**src/core/ump_pkg.sv**
```systemverilog
package ump_pkg;

  // ****************************************************************
  // host bus
  // ****************************************************************
  localparam int ADDR_W = 3;
  localparam int DATA_W = 8;
  localparam logic [2:0] ADDR_MCR = 3'h4;
  localparam logic [2:0] ADDR_MSR = 3'h6;

  // ****************************************************************
  // modem control bits
  // ****************************************************************
  localparam int MCR_W = 6;
  localparam int MCR_DTR = 0;
  localparam int MCR_RTS = 1;
  localparam int MCR_OUT_A = 2;
  localparam int MCR_OUT_B = 3;
  localparam int MCR_LOOP = 4;
  localparam int MCR_AUTO = 5;
  localparam logic [5:0] MCR_RESET = 6'h00;

  // ****************************************************************
  // modem status bits; line index 0 cts, 1 dsr, 2 ri, 3 dcd
  // ****************************************************************
  localparam int LINES = 4;
  localparam int LN_CTS = 0;
  localparam int LN_DSR = 1;
  localparam int LN_RI = 2;
  localparam int LN_DCD = 3;
  localparam int MSR_LVL_LSB = 4;
  localparam logic [3:0] DELTA_NONE = 4'h0;
  localparam logic [3:0] PINS_IDLE_N = 4'hf;

endpackage

```
**src/core/ump_sel_if.sv**
```systemverilog
`timescale 1ns/1ns
interface ump_sel_if;
  import ump_pkg::*;
  logic [ADDR_W-1:0] addr;
  logic selected;
  modport latch (output addr, output selected);
  modport core (input addr, input selected);
endinterface

```
**src/core/ump_pins.sv**
```systemverilog
`timescale 1ns/1ns
module ump_pins
  import ump_pkg::*;
(
  // clock and reset
  input wire logic sys_clk_in,
  input wire logic rst_n_in,
  input wire logic hard_clear_in,
  // host bus
  input wire logic [ump_pkg::ADDR_W-1:0] addr_in,
  input wire logic select_a_hi_in,
  input wire logic select_b_hi_in,
  input wire logic select_c_lo_in,
  input wire logic addr_latch_strobe_n_in,
  input wire logic rd_in,
  input wire logic wr_in,
  input wire logic [ump_pkg::DATA_W-1:0] data_in,
  output logic [ump_pkg::DATA_W-1:0] data_out,
  output logic data_oe_out,
  output logic xcvr_off_n_out,
  // interrupt sources and enables
  input wire logic msi_enable_in,
  input wire logic rx_error_in,
  input wire logic rx_avail_in,
  input wire logic rx_timeout_in,
  input wire logic fifo_mode_in,
  input wire logic thr_empty_in,
  output logic irq_out,
  // flow control
  input wire logic rx_threshold_hit_in,
  output logic tx_gate_out,
  // modem lines, active low
  input wire logic cts_n_in,
  input wire logic dsr_n_in,
  input wire logic ri_n_in,
  input wire logic dcd_n_in,
  output logic dtr_n_out,
  output logic rts_n_out,
  output logic user_pin_a_n_out,
  output logic user_pin_b_n_out
);
  import ump_pkg::*;

  typedef struct packed {
    logic [MCR_W-1:0] modem_ctrl_reg;
    logic [LINES-1:0] lvl;
    logic [LINES-1:0] delta;
    logic msr_rd;
    logic [DATA_W-1:0] rdata;
    logic irq;
    logic tx_gate;
    logic [3:0] pins_n;
  } ump_state_t;

  ump_state_t st;
  ump_state_t next_st;
  logic [1:0] rst_sync;
  logic rst_sync_n;
  logic reading;
  logic msr_rd_now;
  logic mcr_wr_now;
  logic [LINES-1:0] lvl_now;
  logic [LINES-1:0] chg;
  logic msi_pend;
  logic loop_mode;
  logic auto_mode;

  ump_sel_if sel ();

  function automatic logic hit(input logic [ADDR_W-1:0] a, input logic [ADDR_W-1:0] t);
    hit = sel.selected && (a == t);
  endfunction

  // ****************************************************************
  // reset release
  // ****************************************************************
  always_ff @(posedge sys_clk_in or negedge rst_n_in) begin
    if (!rst_n_in) begin
      rst_sync <= 2'b00;
    end else begin
      rst_sync <= {rst_sync[0], 1'b1};
    end
  end
  assign rst_sync_n = rst_sync[1];

  ump_select_latch u_sel (
    .sys_clk_in(sys_clk_in),
    .rst_n_in(rst_sync_n),
    .addr_in(addr_in),
    .select_a_hi_in(select_a_hi_in),
    .select_b_hi_in(select_b_hi_in),
    .select_c_lo_in(select_c_lo_in),
    .addr_latch_strobe_n_in(addr_latch_strobe_n_in),
    .sel(sel)
  );

  // ****************************************************************
  // decode
  // ****************************************************************
  assign reading = sel.selected && rd_in;
  assign msr_rd_now = reading && hit(sel.addr, ADDR_MSR);
  assign mcr_wr_now = wr_in && !rd_in && hit(sel.addr, ADDR_MCR);
  assign loop_mode = st.modem_ctrl_reg[MCR_LOOP];
  assign auto_mode = st.modem_ctrl_reg[MCR_AUTO];

  // loop mode feeds the control bits back as modem line levels
  always_comb begin
    if (loop_mode) begin
      lvl_now[LN_CTS] = st.modem_ctrl_reg[MCR_RTS];
      lvl_now[LN_DSR] = st.modem_ctrl_reg[MCR_DTR];
      lvl_now[LN_RI] = st.modem_ctrl_reg[MCR_OUT_A];
      lvl_now[LN_DCD] = st.modem_ctrl_reg[MCR_OUT_B];
    end else begin
      lvl_now = ~{dcd_n_in, ri_n_in, dsr_n_in, cts_n_in};
    end
  end

  // ri reports only the trailing edge of a ring
  always_comb begin
    chg = lvl_now ^ st.lvl;
    chg[LN_RI] = st.lvl[LN_RI] && !lvl_now[LN_RI];
  end

  // auto flow masks the cts change from the interrupt only, not the flag
  assign msi_pend = msi_enable_in && ((st.delta[LN_CTS] && !auto_mode)
    || st.delta[LN_DSR] || st.delta[LN_RI] || st.delta[LN_DCD]);

  // ****************************************************************
  // next state
  // ****************************************************************
  always_comb begin
    next_st = st;
    next_st.lvl = lvl_now;
    next_st.msr_rd = msr_rd_now;
    if (mcr_wr_now) begin
      next_st.modem_ctrl_reg = data_in[MCR_W-1:0];
    end
    // clear at the end of the read so the host sees the flags first;
    // a change in the same cycle survives the clear
    if (st.msr_rd && !msr_rd_now) begin
      next_st.delta = chg;
    end else begin
      next_st.delta = st.delta | chg;
    end
    if (msr_rd_now) begin
      next_st.rdata = {st.lvl, st.delta};
    end else if (reading && hit(sel.addr, ADDR_MCR)) begin
      next_st.rdata = {{(DATA_W-MCR_W){1'b0}}, st.modem_ctrl_reg};
    end else begin
      next_st.rdata = '0;
    end
    next_st.irq = rx_error_in || rx_avail_in || (fifo_mode_in && rx_timeout_in)
      || thr_empty_in || msi_pend;
    next_st.tx_gate = !auto_mode || lvl_now[LN_CTS];
    if (loop_mode) begin
      next_st.pins_n = PINS_IDLE_N;
    end else begin
      next_st.pins_n[0] = !st.modem_ctrl_reg[MCR_DTR];
      next_st.pins_n[1] = !(st.modem_ctrl_reg[MCR_RTS]
        && !(auto_mode && rx_threshold_hit_in));
      next_st.pins_n[2] = !st.modem_ctrl_reg[MCR_OUT_A];
      next_st.pins_n[3] = !st.modem_ctrl_reg[MCR_OUT_B];
    end
    if (hard_clear_in) begin
      next_st.modem_ctrl_reg = MCR_RESET;
      next_st.delta = DELTA_NONE;
      next_st.irq = 1'b0;
      next_st.pins_n = PINS_IDLE_N;
      next_st.rdata = '0;
    end
  end

  always_ff @(posedge sys_clk_in or negedge rst_sync_n) begin
    if (!rst_sync_n) begin
      st <= '{modem_ctrl_reg: MCR_RESET, lvl: '0, delta: DELTA_NONE, msr_rd: 1'b0,
        rdata: '0, irq: 1'b0, tx_gate: 1'b1, pins_n: PINS_IDLE_N};
    end else begin
      st <= next_st;
    end
  end

  // ****************************************************************
  // outputs
  // ****************************************************************
  assign data_out = st.rdata;
  assign data_oe_out = reading;
  assign xcvr_off_n_out = reading;
  assign irq_out = st.irq;
  assign tx_gate_out = st.tx_gate;
  assign dtr_n_out = st.pins_n[0];
  assign rts_n_out = st.pins_n[1];
  assign user_pin_a_n_out = st.pins_n[2];
  assign user_pin_b_n_out = st.pins_n[3];
endmodule // ump_pins

```
**src/core/ump_select_latch.sv**
```systemverilog
`timescale 1ns/1ns
module ump_select_latch
  import ump_pkg::*;
(
  // clock and reset
  input wire logic sys_clk_in,
  input wire logic rst_n_in,
  // host select pins
  input wire logic [ump_pkg::ADDR_W-1:0] addr_in,
  input wire logic select_a_hi_in,
  input wire logic select_b_hi_in,
  input wire logic select_c_lo_in,
  input wire logic addr_latch_strobe_n_in,
  // decoded select
  ump_sel_if.latch sel
);
  import ump_pkg::*;

  typedef struct packed {
    logic [ADDR_W-1:0] addr;
    logic selected;
  } ump_latch_t;

  ump_latch_t st;
  ump_latch_t next_st;
  logic live_sel;

  // while the strobe is low, any one inactive select deselects the device
  assign live_sel = select_a_hi_in & select_b_hi_in & ~select_c_lo_in;

  // ****************************************************************
  // strobe latch
  // ****************************************************************
  // held copy tracks the pins while the strobe is low, so at the rising
  // edge it keeps the last low-phase levels
  always_comb begin
    next_st = st;
    if (!addr_latch_strobe_n_in) begin
      next_st.addr = addr_in;
      next_st.selected = live_sel;
    end
  end

  always_ff @(posedge sys_clk_in or negedge rst_n_in) begin
    if (!rst_n_in) begin
      st <= '0;
    end else begin
      st <= next_st;
    end
  end

  assign sel.addr = addr_latch_strobe_n_in ? st.addr : addr_in;
  assign sel.selected = addr_latch_strobe_n_in ? st.selected : live_sel;
endmodule // ump_select_latch

```
**config.mk**
```make
export PLATFORM = sky130hd
export DESIGN_NAME = ump_pins
export DESIGN_NICKNAME = d
export VERILOG_FILES = /design/src/core/ump_pkg.sv /design/src/core/ump_sel_if.sv /design/src/core/ump_pins.sv /design/src/core/ump_select_latch.sv
export SDC_FILE = /design/constraint.sdc
export NUM_CORES = 1
export LEC_CHECK = 0
export ABC_AREA = 0
export BUFFER_PORTS_ARGS = -buffer_cell sky130_fd_sc_hd__buf_2
export CORE_MARGIN = 4
export CORE_UTILIZATION = 45
export DETAILED_ROUTE_END_ITERATION = 10
export GPL_TIMING_DRIVEN = 0
export PLACE_DENSITY = 0.8
export SYNTH_ARGS = -nofsm -noshare
export SYNTH_HDL_FRONTEND = slang
export SYNTH_SLANG_ARGS = --single-unit
```
**constraint.sdc**
```tcl
create_clock -name sys_clk_in -period 2.2 [get_ports sys_clk_in]
set_input_delay 0.11 -clock sys_clk_in [delete_from_list [all_inputs] [get_ports sys_clk_in]]
set_output_delay 0.11 -clock sys_clk_in [all_outputs]
set_load 0.02 [all_outputs]
```
# After elaboration in Yosys (flattened, before gate mapping)
# Cells that the tools add are included.
op_classes:
  eq_ne: 2
  muxes: 12
  bitwise_logic: 6
  reduce_logical: 32
ops:
  columns: ["operator", "count"]
  rows:
  - ["$mux W4", 5]
  - ["$mux W6", 3]
  - ["$logic_and A1 B1 Y1", 14]
  - ["$logic_not A1 Y1", 9]
  - ["$mux W9", 1]
  - ["$logic_or A1 B1 Y1", 8]
  - ["$mux W8", 1]
  - ["$eq A3 B3 Y1 const B", 2]
  - ["$not A4 Y4", 1]
  - ["$or A4 B4 Y4", 1]
  - ["$xor A4 B4 Y4", 1]
  - ["$mux W3", 1]
  - ["$and A1 B1 Y1", 2]
  - ["$reduce_bool A2 Y1", 1]
  - ["$mux W1", 1]
  - ["$not A1 Y1", 1]
word_totals:
  ff_bits: 35
  wordCells: 63

# Longest topological paths before layout
# Gate-level depths: netlist of run 1.
depth:
  depth_word: 9
  ltp_mapped: 6

# Cells and area by module
# A second synthesis of run 1 with hierarchy kept.
hier_totals:
  hier_cells: 143
  area_unflattened_um2: 1591.5
by_module_without_submodules:
  columns: ["mod", "n_inst", "cells_each", "area_per_inst_um2"]
  rows:
  - ["ump_pins", 1, 133, 1441.4]
  - ["ump_select_latch", 1, 10, 150.1]

# Worst setup path before layout of run 1
# Ideal clock, no wire load.
synth_timing:
  path_type: "register to register"
  start: "register u_sel.st[2] (netlist bit)"
  end: "register st, in the netlist data_out[4]"
  setup_time_ps: 121
  arrival_time_ps: 1235
  t_required_ps: 2079
  slack_ps: 844
  path_stages_with_launch: 6
  n_path_buf: 1
  period_less_slack_ps: 1356
  path_cell_list: "dfrtp_1 > mux2i_2 > nor2_1 > and3_1 > buf_4 > a22o_1"
synth_lines:
  columns: ["item", "line", "rtl"]
  rows:
  - ["start: declaration", "ump_select_latch.sv:24", "ump_latch_t st;"]
  - ["start signal: assignment", "ump_select_latch.sv:48", "st <= next_st;"]
  - ["end signal: assignment", "ump_pins.sv:175", "st <= '{modem_ctrl_reg: MCR_RESET, lvl: '0, delta: DELTA_NONE, msr_rd: 1'b0,"]
  - ["end signal: assignment", "ump_pins.sv:178", "st <= next_st;"]
  - ["end: declaration", "ump_pins.sv:55", "ump_state_t st;"]

==> impl_results.md, run 1 <==
- Outcome: finished, final reports clean
- Hold WC Path Type: primary input to flip-flop
- Internal power: 0.842 mW
- Final Skew: 0.00591 ns
- Final hold vios: 0
- DRC violation count after routing: 0
- Largest net degree at the start of global routing: 34
- FF-to-FF path depth: 5
- Worst EP required: 2.42 ns
- Arrival @ worst endpoint: 1.77 ns
- Syn. warnings: 0
- Critical Path Start Type: flip-flop
- Initial antenna violation count: 0
- CTS Buf Count: 5
- Max Freq: 0.645 GHz
- CTS tree: done
- Max cap viols: 0
- DIE HEIGHT: 66.3 um
- Core area: 0.00315 mm^2
- Post-CTS setup buffer count: 0
- Final nets: 216
- Avg Synthesized Cell Area: approximately 12 um^2
- Die Width: 66.3 um
- Simple-gate area share of the yosys netlist: 14.9%
- Max clock buf depth: 2
- IO Pins: 47
- Power Density: 580 mW/mm^2
- Syn Nets: 158
- Final WL: 3120 um
- DP HPWL: 2320 um
- Synthesized instance count: between 100 and 150
- Crit path from: loop_mode$_DFFE_PN0P_
- Slew @ Worst Pin: 0.667 ns
- Gate power share: 9.4%
- N_diodes: 0
- CP endpoint kind: flip-flop
- HP Start: addr_in[2]
- Clock-pin slew on the worst setup and hold paths: 0.10 ns
- Worst Setup Path Type: flip-flop to flip-flop
- Vias in the first global route: 1199
- Final Setup Violations: 0
- Sw frac: around a quarter
- Crit-path max FO: 10
- Die area: 0.00440 mm^2
- Post-Synth XOR/XNOR Area: 0%
- CTS root buf: clkbuf_4
- Cell types with the largest area share after synthesis: dfrtp_1, dfstp_2, a22o_1
- # fillers: 263
- WL/cell: 13.6 um
- Tcrit/Tclk final: 70.5%
- Unrepaired setup endpoints after global routing: false
- Clock Sink Count: 35
- Critical Path End: st[15]$_DFF_PN0_
- Starting DRT DRC Count: 28
- FP Rows: 20
- First-pass GRT wire length: 5090 um
- Worst reg-to-reg setup slack: about 0.65 ns
- Final core utilization: 61.4%
- Peak supply drop: 0.447 mV
- H-tree depth: 2
- Synthesis-stage register bit count: 35
- Rel. slew slack: 55.5%
- Reg2Reg Launch Point: loop_mode$_DFFE_PN0P_
- Flop pwr share: 61.2%
- Pwr Total: 1.12 mW
- Vias per cell: 4.95
- CP Cell Sequence: clkbuf_1, nor2b_1, nor3_1, o31ai_1, a21oi_1
- Drt pass-1 iters: 4
- Antenna-violating nets left: 0
- Post-synthesis adder-cell area fraction: 0%
- Gpl congestion: 0.763
- Max Transition Viols Final: 0
- Vias: 1138
- Critical-path top delay cell: clkbuf_1
- Yosys cell types: 32
- Setup Total Neg Slack: 0 ns
- Area Growth Syn to Fin: 26.5%
- CP peak stage delay: 0.37 ns
- Largest family of logic cells by synthesized area: compound AO/OA/AOI/OAI gates
- Clock power frac: 29.5%
- GRT overflow: 0
- Leading area contributor after synthesis: dfrtp_1
- # port buffers: 43
- Cell Area, Synth: between 0.0015 and 0.002 mm^2
- Post-synthesis mux area share: under 10%
- Psw: 0.280 mW
- Total GRT Usage: 15.7%
- Starting Density: about 49%
- Reg-to-Reg End: st[15]$_DFF_PN0_
- Synth Area in Compound Gates: roughly 17%
- Skew-Pair Late Insertion Delay: about 0.34 ns
- P_leak: 0.960 nW
- Crit path time final: 1.55 ns
- Share of layout cells above drive strength 1: 40.3%
- Post-synth top area share: 49.1%
- Post-synthesis sequential area ratio: just under 60%
registers in the layout (all words and copies together) (netlist names):
| signal | flops |
|---|---|
| st | 13 |
| dtr_n_out | 1 |
| data_out | 8 |
| irq_out | 1 |
| auto_mode | 1 |
| rts_n_out | 1 |
| loop_mode | 1 |
| user_pin_a_n_out | 1 |
| user_pin_b_n_out | 1 |
| u_sel.st | 4 |
| rst_sync | 2 |
| tx_gate_out | 1 |
how the worst min path moves through the flow:
stage	end	slack, ns	cells after the start
floorplan	rst_sync[0]$_DFF_PN0_	-0.19	0
global placement	rst_sync[0]$_DFF_PN0_	-0.10	1
detailed placement	rst_sync[1]$_DFF_PN0_	-0.10	1
CTS	u_sel.st[3]$_DFFE_PN0N_	0.008	2
global route	u_sel.st[1]$_DFFE_PN0N_	0.02	2
finish	u_sel.st[3]$_DFFE_PN0N_	0.02	2
metal layers:
metal	GRT usage, %	routed length (um)
met1	16.0	1260
met4	7.87	41
met5	0	0
met2	28.7	1620
met3	4.59	198
what timing repair did:
action	CTS	global route
resized for setup	0	0
endpoints found under the hold margin	9	0
hold buffers	8	0
synth_stat cells:
cell type	number
a2111oi_0	1
clkbuf_1	1
and2_1	3
conb_1	1
inv_1	5
nor2b_1	7
dfrtp_1	30
o21ai_0	2
nor3b_4	1
a21oi_1	6
nand3b_1	1
o31ai_1	3
a41oi_4	1
buf_6	1
a22oi_4	1
nand3_1	2
and3_1	1
buf_4	11
mux2i_2	1
nand2b_1	2
nor3_1	6
nor2_1	6
o41ai_1	1
nand2_1	7
o21a_1	3
nand4bb_1	1
or3b_4	1
dfstp_2	5
a22o_1	12
a21boi_0	1
and4_1	1
mux2_2	2
power by group through the flow:
| stage | registers (mW) | logic, mW | clock network [mW] |
|---|---|---|---|
| global placement | 0.697 | 0.0900 | 0 |
| global route | 0.691 | 0.115 | 0.363 |
| detailed placement | 0.699 | 0.0943 | 0 |
| floorplan | 0.694 | 0.0535 | 0 |
| CTS | 0.687 | 0.106 | 0.337 |
| finish | 0.686 | 0.105 | 0.331 |
worst max-delay path: cells and delay by family, from the launching register on:
family / cells / cell delay [ns]
AND/OR/NAND/NOR: 2 / 0.39
buffers and inverters: 1 / 0.37
flip-flops: 1 / 0.35
AO/OA/AOI/OAI: 2 / 0.32
cell type report:
class                           count  area (um^2)  share of cell area [%]
Sequential cell                    35          883                    45.6
Multi-Input combinational cell     74          532                    27.5
Timing Repair Buffer               51          295                    15.3
Buffer                             13         97.6                    5.04
Tap cell                           44         55.1                    2.84
Clock buffer                        6         41.3                    2.13
Inverter                            5         18.8                   0.970
Clock inverter                      2         12.5                   0.646
through the flow:
stage / worst slack, ns / cells / hold WS [ns] / instance area, um^2
3_5_place_dp: 0.670 / 214 / -0.101 / 1800
6_report: 0.649 / 230 / 0.0152 / 1940
3_3_place_gp: 0.742 / 214 / -0.103 / 1800
2_1_floorplan: 0.844 / 127 / -0.186 / 1530
5_1_grt: 0.530 / 230 / 0.0150 / 1940
4_1_cts: 0.652 / 230 / 0.00846 / 1930
cells in the final DEF, fill, tap and decap left out, drive strengths merged, types with 3 or more instances in the layout:
master,netlist,final
inv,5,5
o21a,3,3
and2,3,3
nor2,6,6
dfstp,5,5
nor3,6,6
dfrtp,30,30
buf,12,55
o31ai,3,3
nand2,7,7
dlygate4sd3,0,8
nor2b,7,7
clkbuf,1,7
a21oi,6,6
a22o,12,12
kinds of logic (layout without fill, tap and decap cells):
| logic type | Yosys count | after routing |
|---|---|---|
| flops | 35 | 35 |
| mux | 3 | 3 |
| compound gates | 31 | 31 |
| other cells | 1 | 1 |
| buf+inv | 18 | 77 |
| simple gates | 39 | 39 |
Note: power is estimated with default switching activity, not from simulation.
==> run 2: changes to the inputs <==
- PLACE_DENSITY: 0.8 -> 0.83
- clock period: 2.2 -> 1.2 ns (I/O delays scaled with it)
==> run 2 against run 1 <==
The flow now finishes with violations (negative hold slack, negative setup slack). Critical path depth is 1 lower. Final cell count is 1.3% higher. Hold slack got worse by 0.017 ns. Non-clock buffer count rose by 3. Largest power group unchanged. Highest routed layer unchanged.
==> impl_results.md, run 2 (synthesis results as in run 1) <==
- Final hold vios: 1 (+1)
- Core area: 0.00315 mm^2 (unchanged)
- Critical path's top delay family: simple AND/OR/NAND/NOR gates
- WL/cell: 13.7 um (+0.87%)
- Die Width: 66.3 um (unchanged)
- Hold WC Path Type: primary input to flip-flop
- Tcrit/Tclk final: 117% (+47 points)
- GRT overflow: 0 (unchanged)
- Critical Path Start Type: flip-flop
- Max cap viols: 0 (unchanged)
- First-pass GRT wire length: 5360 um (+5.4%)
- Final nets: 219 (+1.4%)
- CP Cell Sequence: nand3b_1, a22oi_4, nor3b_4, a22o_1
- Clock power frac: 32.2% (+2.7 points)
- Violated checks: negative hold slack, negative setup slack
- Outcome: finished with violations
- Gpl congestion: 0.814 (+6.7%)
- Antenna-violating nets left: 0 (unchanged)
- Largest net degree at the start of global routing: 34 (unchanged)
- Clock-pin slew on the worst setup and hold paths: 0.09 ns (about the same)
- Design area: 0.00208 mm^2 (+7.3%)
- Cts hold-fix bufs: 10 (+2)
- Fin cells: 233 (+1.3%)
- Vias: 1168 (+2.6%)
- Worst Hold Slack: -0.00225 ns (-0.0175 ns)
- Rel. slew slack: 54.9% (-0.68 points)
- Sw frac: 23.0% (-2.0 points)
- CTS tree: done
- Starting Density: 48.5% (unchanged)
- Worst EP required: 1.47 ns (-0.95 ns)
- Max FFs per register: 13 (unchanged)
- Most frequent cells in the layout: buf_2, dfrtp_1, a22o_1
- Placed Area: 0.00183 mm^2 (+1.7%)
- Critical-path top delay cell: dfrtp_1
- Area Growth Syn to Fin: 35.7%
- Final WL: 3190 um (+2.2%)
- Psw: 0.500 mW (+79%)
- CP peak stage delay: 0.39 ns (+0.02 ns)
- Final Skew: 0.00816 ns (+0.00224 ns)
- Power Density: 1050 mW/mm^2 (+81%)
- Buf+Inv Stages, Crit Path: 0 (-1)
- Flop pwr share: 57.9% (-3.3 points)
- Dpl cells: 214 (unchanged)
- Crit path time final: 1.41 ns (-0.144 ns)
- Most common cell after layout, fill and taps aside: buf_2
- IO Pins: 47 (unchanged)
- P_leak: 1.00 nW (+4.3%)
- Drt pass-1 iters: 4 (unchanged)
- Crit-path max FO: 6 (-4)
- Pwr Total: 2.18 mW (+94%)
- Skew-Pair Late Insertion Delay: 0.33 ns (about the same)
- Slew @ Worst Pin: 0.677 ns (+0.0101 ns)
- Die area: 0.00440 mm^2 (unchanged)
- Final Setup Violations: 18 (+18)
- Clock Sink Count: 35 (unchanged)
- Max Transition Viols Final: 0 (unchanged)
- DRC violation count after routing: 0 (unchanged)
- CTS root buf: clkbuf_4
- Final core utilization: 65.9% (+4.5 points)
- H-tree depth: 2 (unchanged)
- FP Rows: 20 (unchanged)
- Starting DRT DRC Count: 25 (-11%)
- Internal power: 1.68 mW (+99%)
- CP endpoint kind: flip-flop
- Max clock buf depth: 2 (unchanged)
- N_diodes: 0 (unchanged)
- Arrival @ worst endpoint: 1.68 ns (-0.09 ns)
- Most flops, register: st
- Total GRT Usage: 16.3% (+0.62 points)
- Unrepaired setup endpoints after global routing: true
- Peak supply drop: 0.904 mV (+100%)
- Gate power share: 9.9% (+0.5 points)
- Initial antenna violation count: 0 (unchanged)
- Worst Setup Path Type: flip-flop to flip-flop
- CTS Buf Count: 5 (unchanged)
- # port buffers: 43 (unchanged)
- Fin worst setup slack: -0.206 ns (-0.856 ns)
- Vias per cell: 5.01 (+1.3%)
- Share of layout cells above drive strength 1: 47.6% (+7.3 points)
- Max Freq: 0.711 GHz (+10%)
- Vias in the first global route: 1220 (+1.8%)
- Worst reg-to-reg setup slack: -0.21 ns (-0.86 ns)
- DIE HEIGHT: 66.3 um (unchanged)
- DP HPWL: 2350 um (+1.2%)
==> run 2: cell types whose count changed in the layout (fill, tap and decap cells not counted), sizes merged <==
cell	change
clkinvlp	-1
clkbuf	+1
clkinv	-1
buf	+2
dlygate4sd3	+2
==> run 2: power groups by stage <==
| stage | logic (mW) | clock network [mW] | registers (mW) |
|---|---|---|---|
| after detailed placement | 0.176 | 0 | 1.28 |
| after floorplan | 0.102 | 0 | 1.27 |
| after global routing | 0.239 | 0.777 | 1.27 |
| final | 0.216 | 0.702 | 1.26 |
| after CTS | 0.209 | 0.718 | 1.26 |
| after global placement | 0.168 | 0 | 1.28 |
==> run 2: area by class of cell <==
| type | count | area (um^2) |
|---|---|---|
| fillers | 247 | 1080 |
| flip-flops and latches | 35 | 883 |
| multi-input cells | 74 | 603 |
| repair buffers | 55 | 339 |
| plain buffers | 12 | 109 |
| clock buffers | 8 | 68.8 |
| well taps | 44 | 55.1 |
| inverters | 5 | 18.8 |
==> run 2: worst paths after layout <==
check,startpoint,end,depth (start not counted)
min reg2reg,rst_sync[1]$_DFF_PN0_,st[23]$_DFFE_PN0P_,0
max reg2reg,u_sel.st[1]$_DFFE_PN0N_,st[26]$_DFFE_PN0P_,4
max in group asynchronous,rst_sync[1]$_DFF_PN0_,data_out[5]$_DFF_PN0_,0
max,u_sel.st[1]$_DFFE_PN0N_,st[26]$_DFFE_PN0P_,4
min,addr_in[1],u_sel.st[2]$_DFFE_PN0N_,3
min in group asynchronous,rst_n_in,rst_sync[1]$_DFF_PN0_,2
==> run 2: worst register-to-register path, cell delays in order, from the launching register on <==
cell and delay, ns:
dfrtp_1 0.39, nand3b_1 0.21, a22oi_4 0.22, nor3b_4 0.35, a22o_1 0.18
==> run 2: metal layers <==
layer / part of all wire [%] / vias to the layer above / global-route usage [%]
li1: - / 560 / -
met1: 42 / 561 / 19.8
met2: 51 / 42 / 27.8
met3: 5.5 / 5 / 4.25
met4: 1.3 / 0 / 5.84
met5: 0 / - / 0
==> run 2: through the flow <==
step / setup WS, ns / TNS, ns / hold slack (ns)
CTS: -0.213 / -2.86 / -0.00838
floorplan: -0.0482 / -0.588 / -0.236
finish: -0.206 / -2.69 / -0.00225
global route: -0.280 / -4.02 / -0.0116
global placement: -0.137 / -4.76 / -0.156
detailed placement: -0.188 / -7.05 / -0.153
==> run 2: what timing repair did <==
item                                   4_1_cts  5_1_grt
pin swaps                                    8        4
buffers inserted                             2        0
endpoints found under the hold margin       12        1
resized for setup                            9       12
setup endpoints to repair                   48       21
==> run 3: changes to the inputs <==
- PLACE_DENSITY: 0.83 -> 0.73
==> run 3 against run 2 <==
The run ends with negative setup slack left. Sequential power is essentially flat. Worst setup slack gained 0.017 ns. Sequential share of layout area shrank 0.38 points. First-iteration DRC count grew 32%. Largest cell class unchanged.
==> impl_results.md, run 3 (synthesis results as in run 1) <==
- Final Setup Violations: 19 (+1)
- Final WL: 3360 um (+5.5%)
- Largest net degree at the start of global routing: 34 (unchanged)
- CTS tree: done
- GRT overflow: 0 (unchanged)
- Final Skew: 0.00448 ns (-0.00368 ns)
- Area Growth Syn to Fin: 37.0%
- Die area: 0.00440 mm^2 (unchanged)
- DIE HEIGHT: 66.3 um (unchanged)
- Core area: 0.00315 mm^2 (unchanged)
- Arrival @ worst endpoint: 1.66 ns (-0.02 ns)
- Clock Sink Count: 35 (unchanged)
- CP endpoint kind: flip-flop
- Fin cells: 237 (+1.7%)
- H-tree depth: 2 (unchanged)
- Skew-Pair Late Insertion Delay: 0.33 ns (about the same)
- Reg-to-Reg End: st[23]$_DFFE_PN0P_
- Outcome: finished with violations
- First-pass GRT wire length: 5350 um (-0.26%)
- Most flops, register: st
- Dpl cells: 214 (unchanged)
- Final nets: 223 (+1.8%)
- # port buffers: 43 (unchanged)
- WL/cell: 14.2 um (+3.7%)
- DRC violation count after routing: 0 (unchanged)
- CTS root buf: clkbuf_4
- Vias in the first global route: 1170 (-4.1%)
- Hold WC Path Type: primary input to asynchronous set/reset pin
- Reg2Reg Launch Point: u_sel.st[1]$_DFFE_PN0N_
- Max clock buf depth: 2 (unchanged)
- Setup Total Neg Slack: -2.44 ns (+0.253 ns)
- Most frequent cells in the layout: buf_2, dfrtp_1, buf_4
- Worst Setup Path Type: flip-flop to flip-flop
- Starting Density: 48.5% (unchanged)
- Slew @ Worst Pin: 0.685 ns (+0.00787 ns)
- Worst Hold Slack: 0.0308 ns (+0.0330 ns)
- N_diodes: 0 (unchanged)
- IO Pins: 47 (unchanged)
- Max FFs per register: 13 (unchanged)
- Tcrit/Tclk final: 116% (-1.4 points)
- Clock-pin slew on the worst setup and hold paths: 0.09 ns (about the same)
- Crit-path max FO: 6 (unchanged)
- Vias: 1202 (+2.9%)
- Final hold vios: 0 (-1)
- Worst reg-to-reg setup slack: -0.19 ns (+0.02 ns)
- Violated checks: negative setup slack
- Starting DRT DRC Count: 33 (+32%)
- Fin worst setup slack: -0.189 ns (+0.0169 ns)
- Most common cell after layout, fill and taps aside: buf_2
- DP HPWL: 2360 um (+0.61%)
- Peak supply drop: 0.581 mV (-36%)
- Rel. slew slack: 54.3% (-0.52 points)
- Power Density: 1020 mW/mm^2 (-2.9%)
- CTS Buf Count: 5 (unchanged)
- Crit path time final: 1.39 ns (-0.0169 ns)
- FP Rows: 20 (unchanged)
- P_leak: 1.02 nW (+1.8%)
- Unrepaired setup endpoints after global routing: true
- Worst EP required: 1.47 ns (about the same)
- Critical Path Start Type: flip-flop
- Initial antenna violation count: 0 (unchanged)
- Gpl congestion: 0.819 (+0.69%)
- Share of layout cells above drive strength 1: 47.2% (-0.47 points)
- Max Freq: 0.720 GHz (+1.2%)
- Antenna-violating nets left: 0 (unchanged)
- Die Width: 66.3 um (unchanged)
- Final core utilization: 66.5% (+0.60 points)
- Vias per cell: 5.07 (+1.2%)
- Max Transition Viols Final: 0 (unchanged)
- FF-to-FF path depth: 4 (unchanged)
- Max cap viols: 0 (unchanged)
- Total GRT Usage: 16.4% (+0.084 points)
- Drt pass-1 iters: 4 (unchanged)
## run 3: changes by cell type in the layout (fill, tap and decap cells not counted), moves of 2 or more
cell | before | now
nor3_1 | 3 | 5
nor3_2 | 3 | 1
buf_4 | 11 | 15
nor2b_2 | 2 | 0
## run 3: per-layer routing
layer  wire length [um]  up-vias  GRT usage, %
li1                   -      574             -
met1               1430      576          20.6
met2               1630       42          26.4
met3                210       10          5.27
met4                 87        0          5.84
met5                  0        -             0
## run 3: what timing repair did
action                                  CTS  global route
gates resized for setup                  16             7
hold buffers                             11             0
pin swaps                                12             4
setup buffers                             5             0
endpoints found under the setup margin   48            22
endpoints found under the hold margin    12             0
## run 3: worst max path at each step
stage	start	end	slack, ns	cells after the start
2_1_floorplan	u_sel.st[1]$_DFFE_PN0N_	auto_mode$_DFFE_PN0P_	-0.05	4
3_3_place_gp	u_sel.st[1]$_DFFE_PN0N_	loop_mode$_DFFE_PN0P_	-0.14	4
3_5_place_dp	u_sel.st[1]$_DFFE_PN0N_	st[23]$_DFFE_PN0P_	-0.19	4
4_1_cts	u_sel.st[1]$_DFFE_PN0N_	st[23]$_DFFE_PN0P_	-0.18	4
5_1_grt	u_sel.st[1]$_DFFE_PN0N_	st[23]$_DFFE_PN0P_	-0.29	4
6_report	u_sel.st[1]$_DFFE_PN0N_	st[23]$_DFFE_PN0P_	-0.19	4
## run 3: power breakdown
group          leakage (nW)  total, mW  switching [mW]  internal, mW
Clock                0.0353      0.648           0.364         0.284
Sequential            0.443       1.26          0.0448          1.22
Combinational         0.540      0.226           0.101         0.124
## run 3: stage by stage
step	power, mW	instance area [um^2]	setup WS [ns]
6_report	2.13	2100	-0.189
5_1_grt	2.24	2100	-0.288
4_1_cts	2.13	2070	-0.184
3_5_place_dp	1.46	1830	-0.192
3_3_place_gp	1.45	1830	-0.139
2_1_floorplan	1.37	1560	-0.0482
## run 3: worst max-delay path, cell delays in order (launching register included)
cell and delay (ns):
dfrtp_1 0.38, nand3b_1 0.19, a22oi_4 0.21, nor3b_4 0.36, a22o_1 0.19
## run 3: final cells by class
cell class | count | area, um^2
buffer | 12 | 101
clock buffer | 7 | 55.1
timing repair buffer | 59 | 375
sequential | 35 | 883
fill | 249 | 1060
inverter | 5 | 18.8
multi-input combinational | 74 | 602
clock inverter | 1 | 5.00
tap | 44 | 55.1
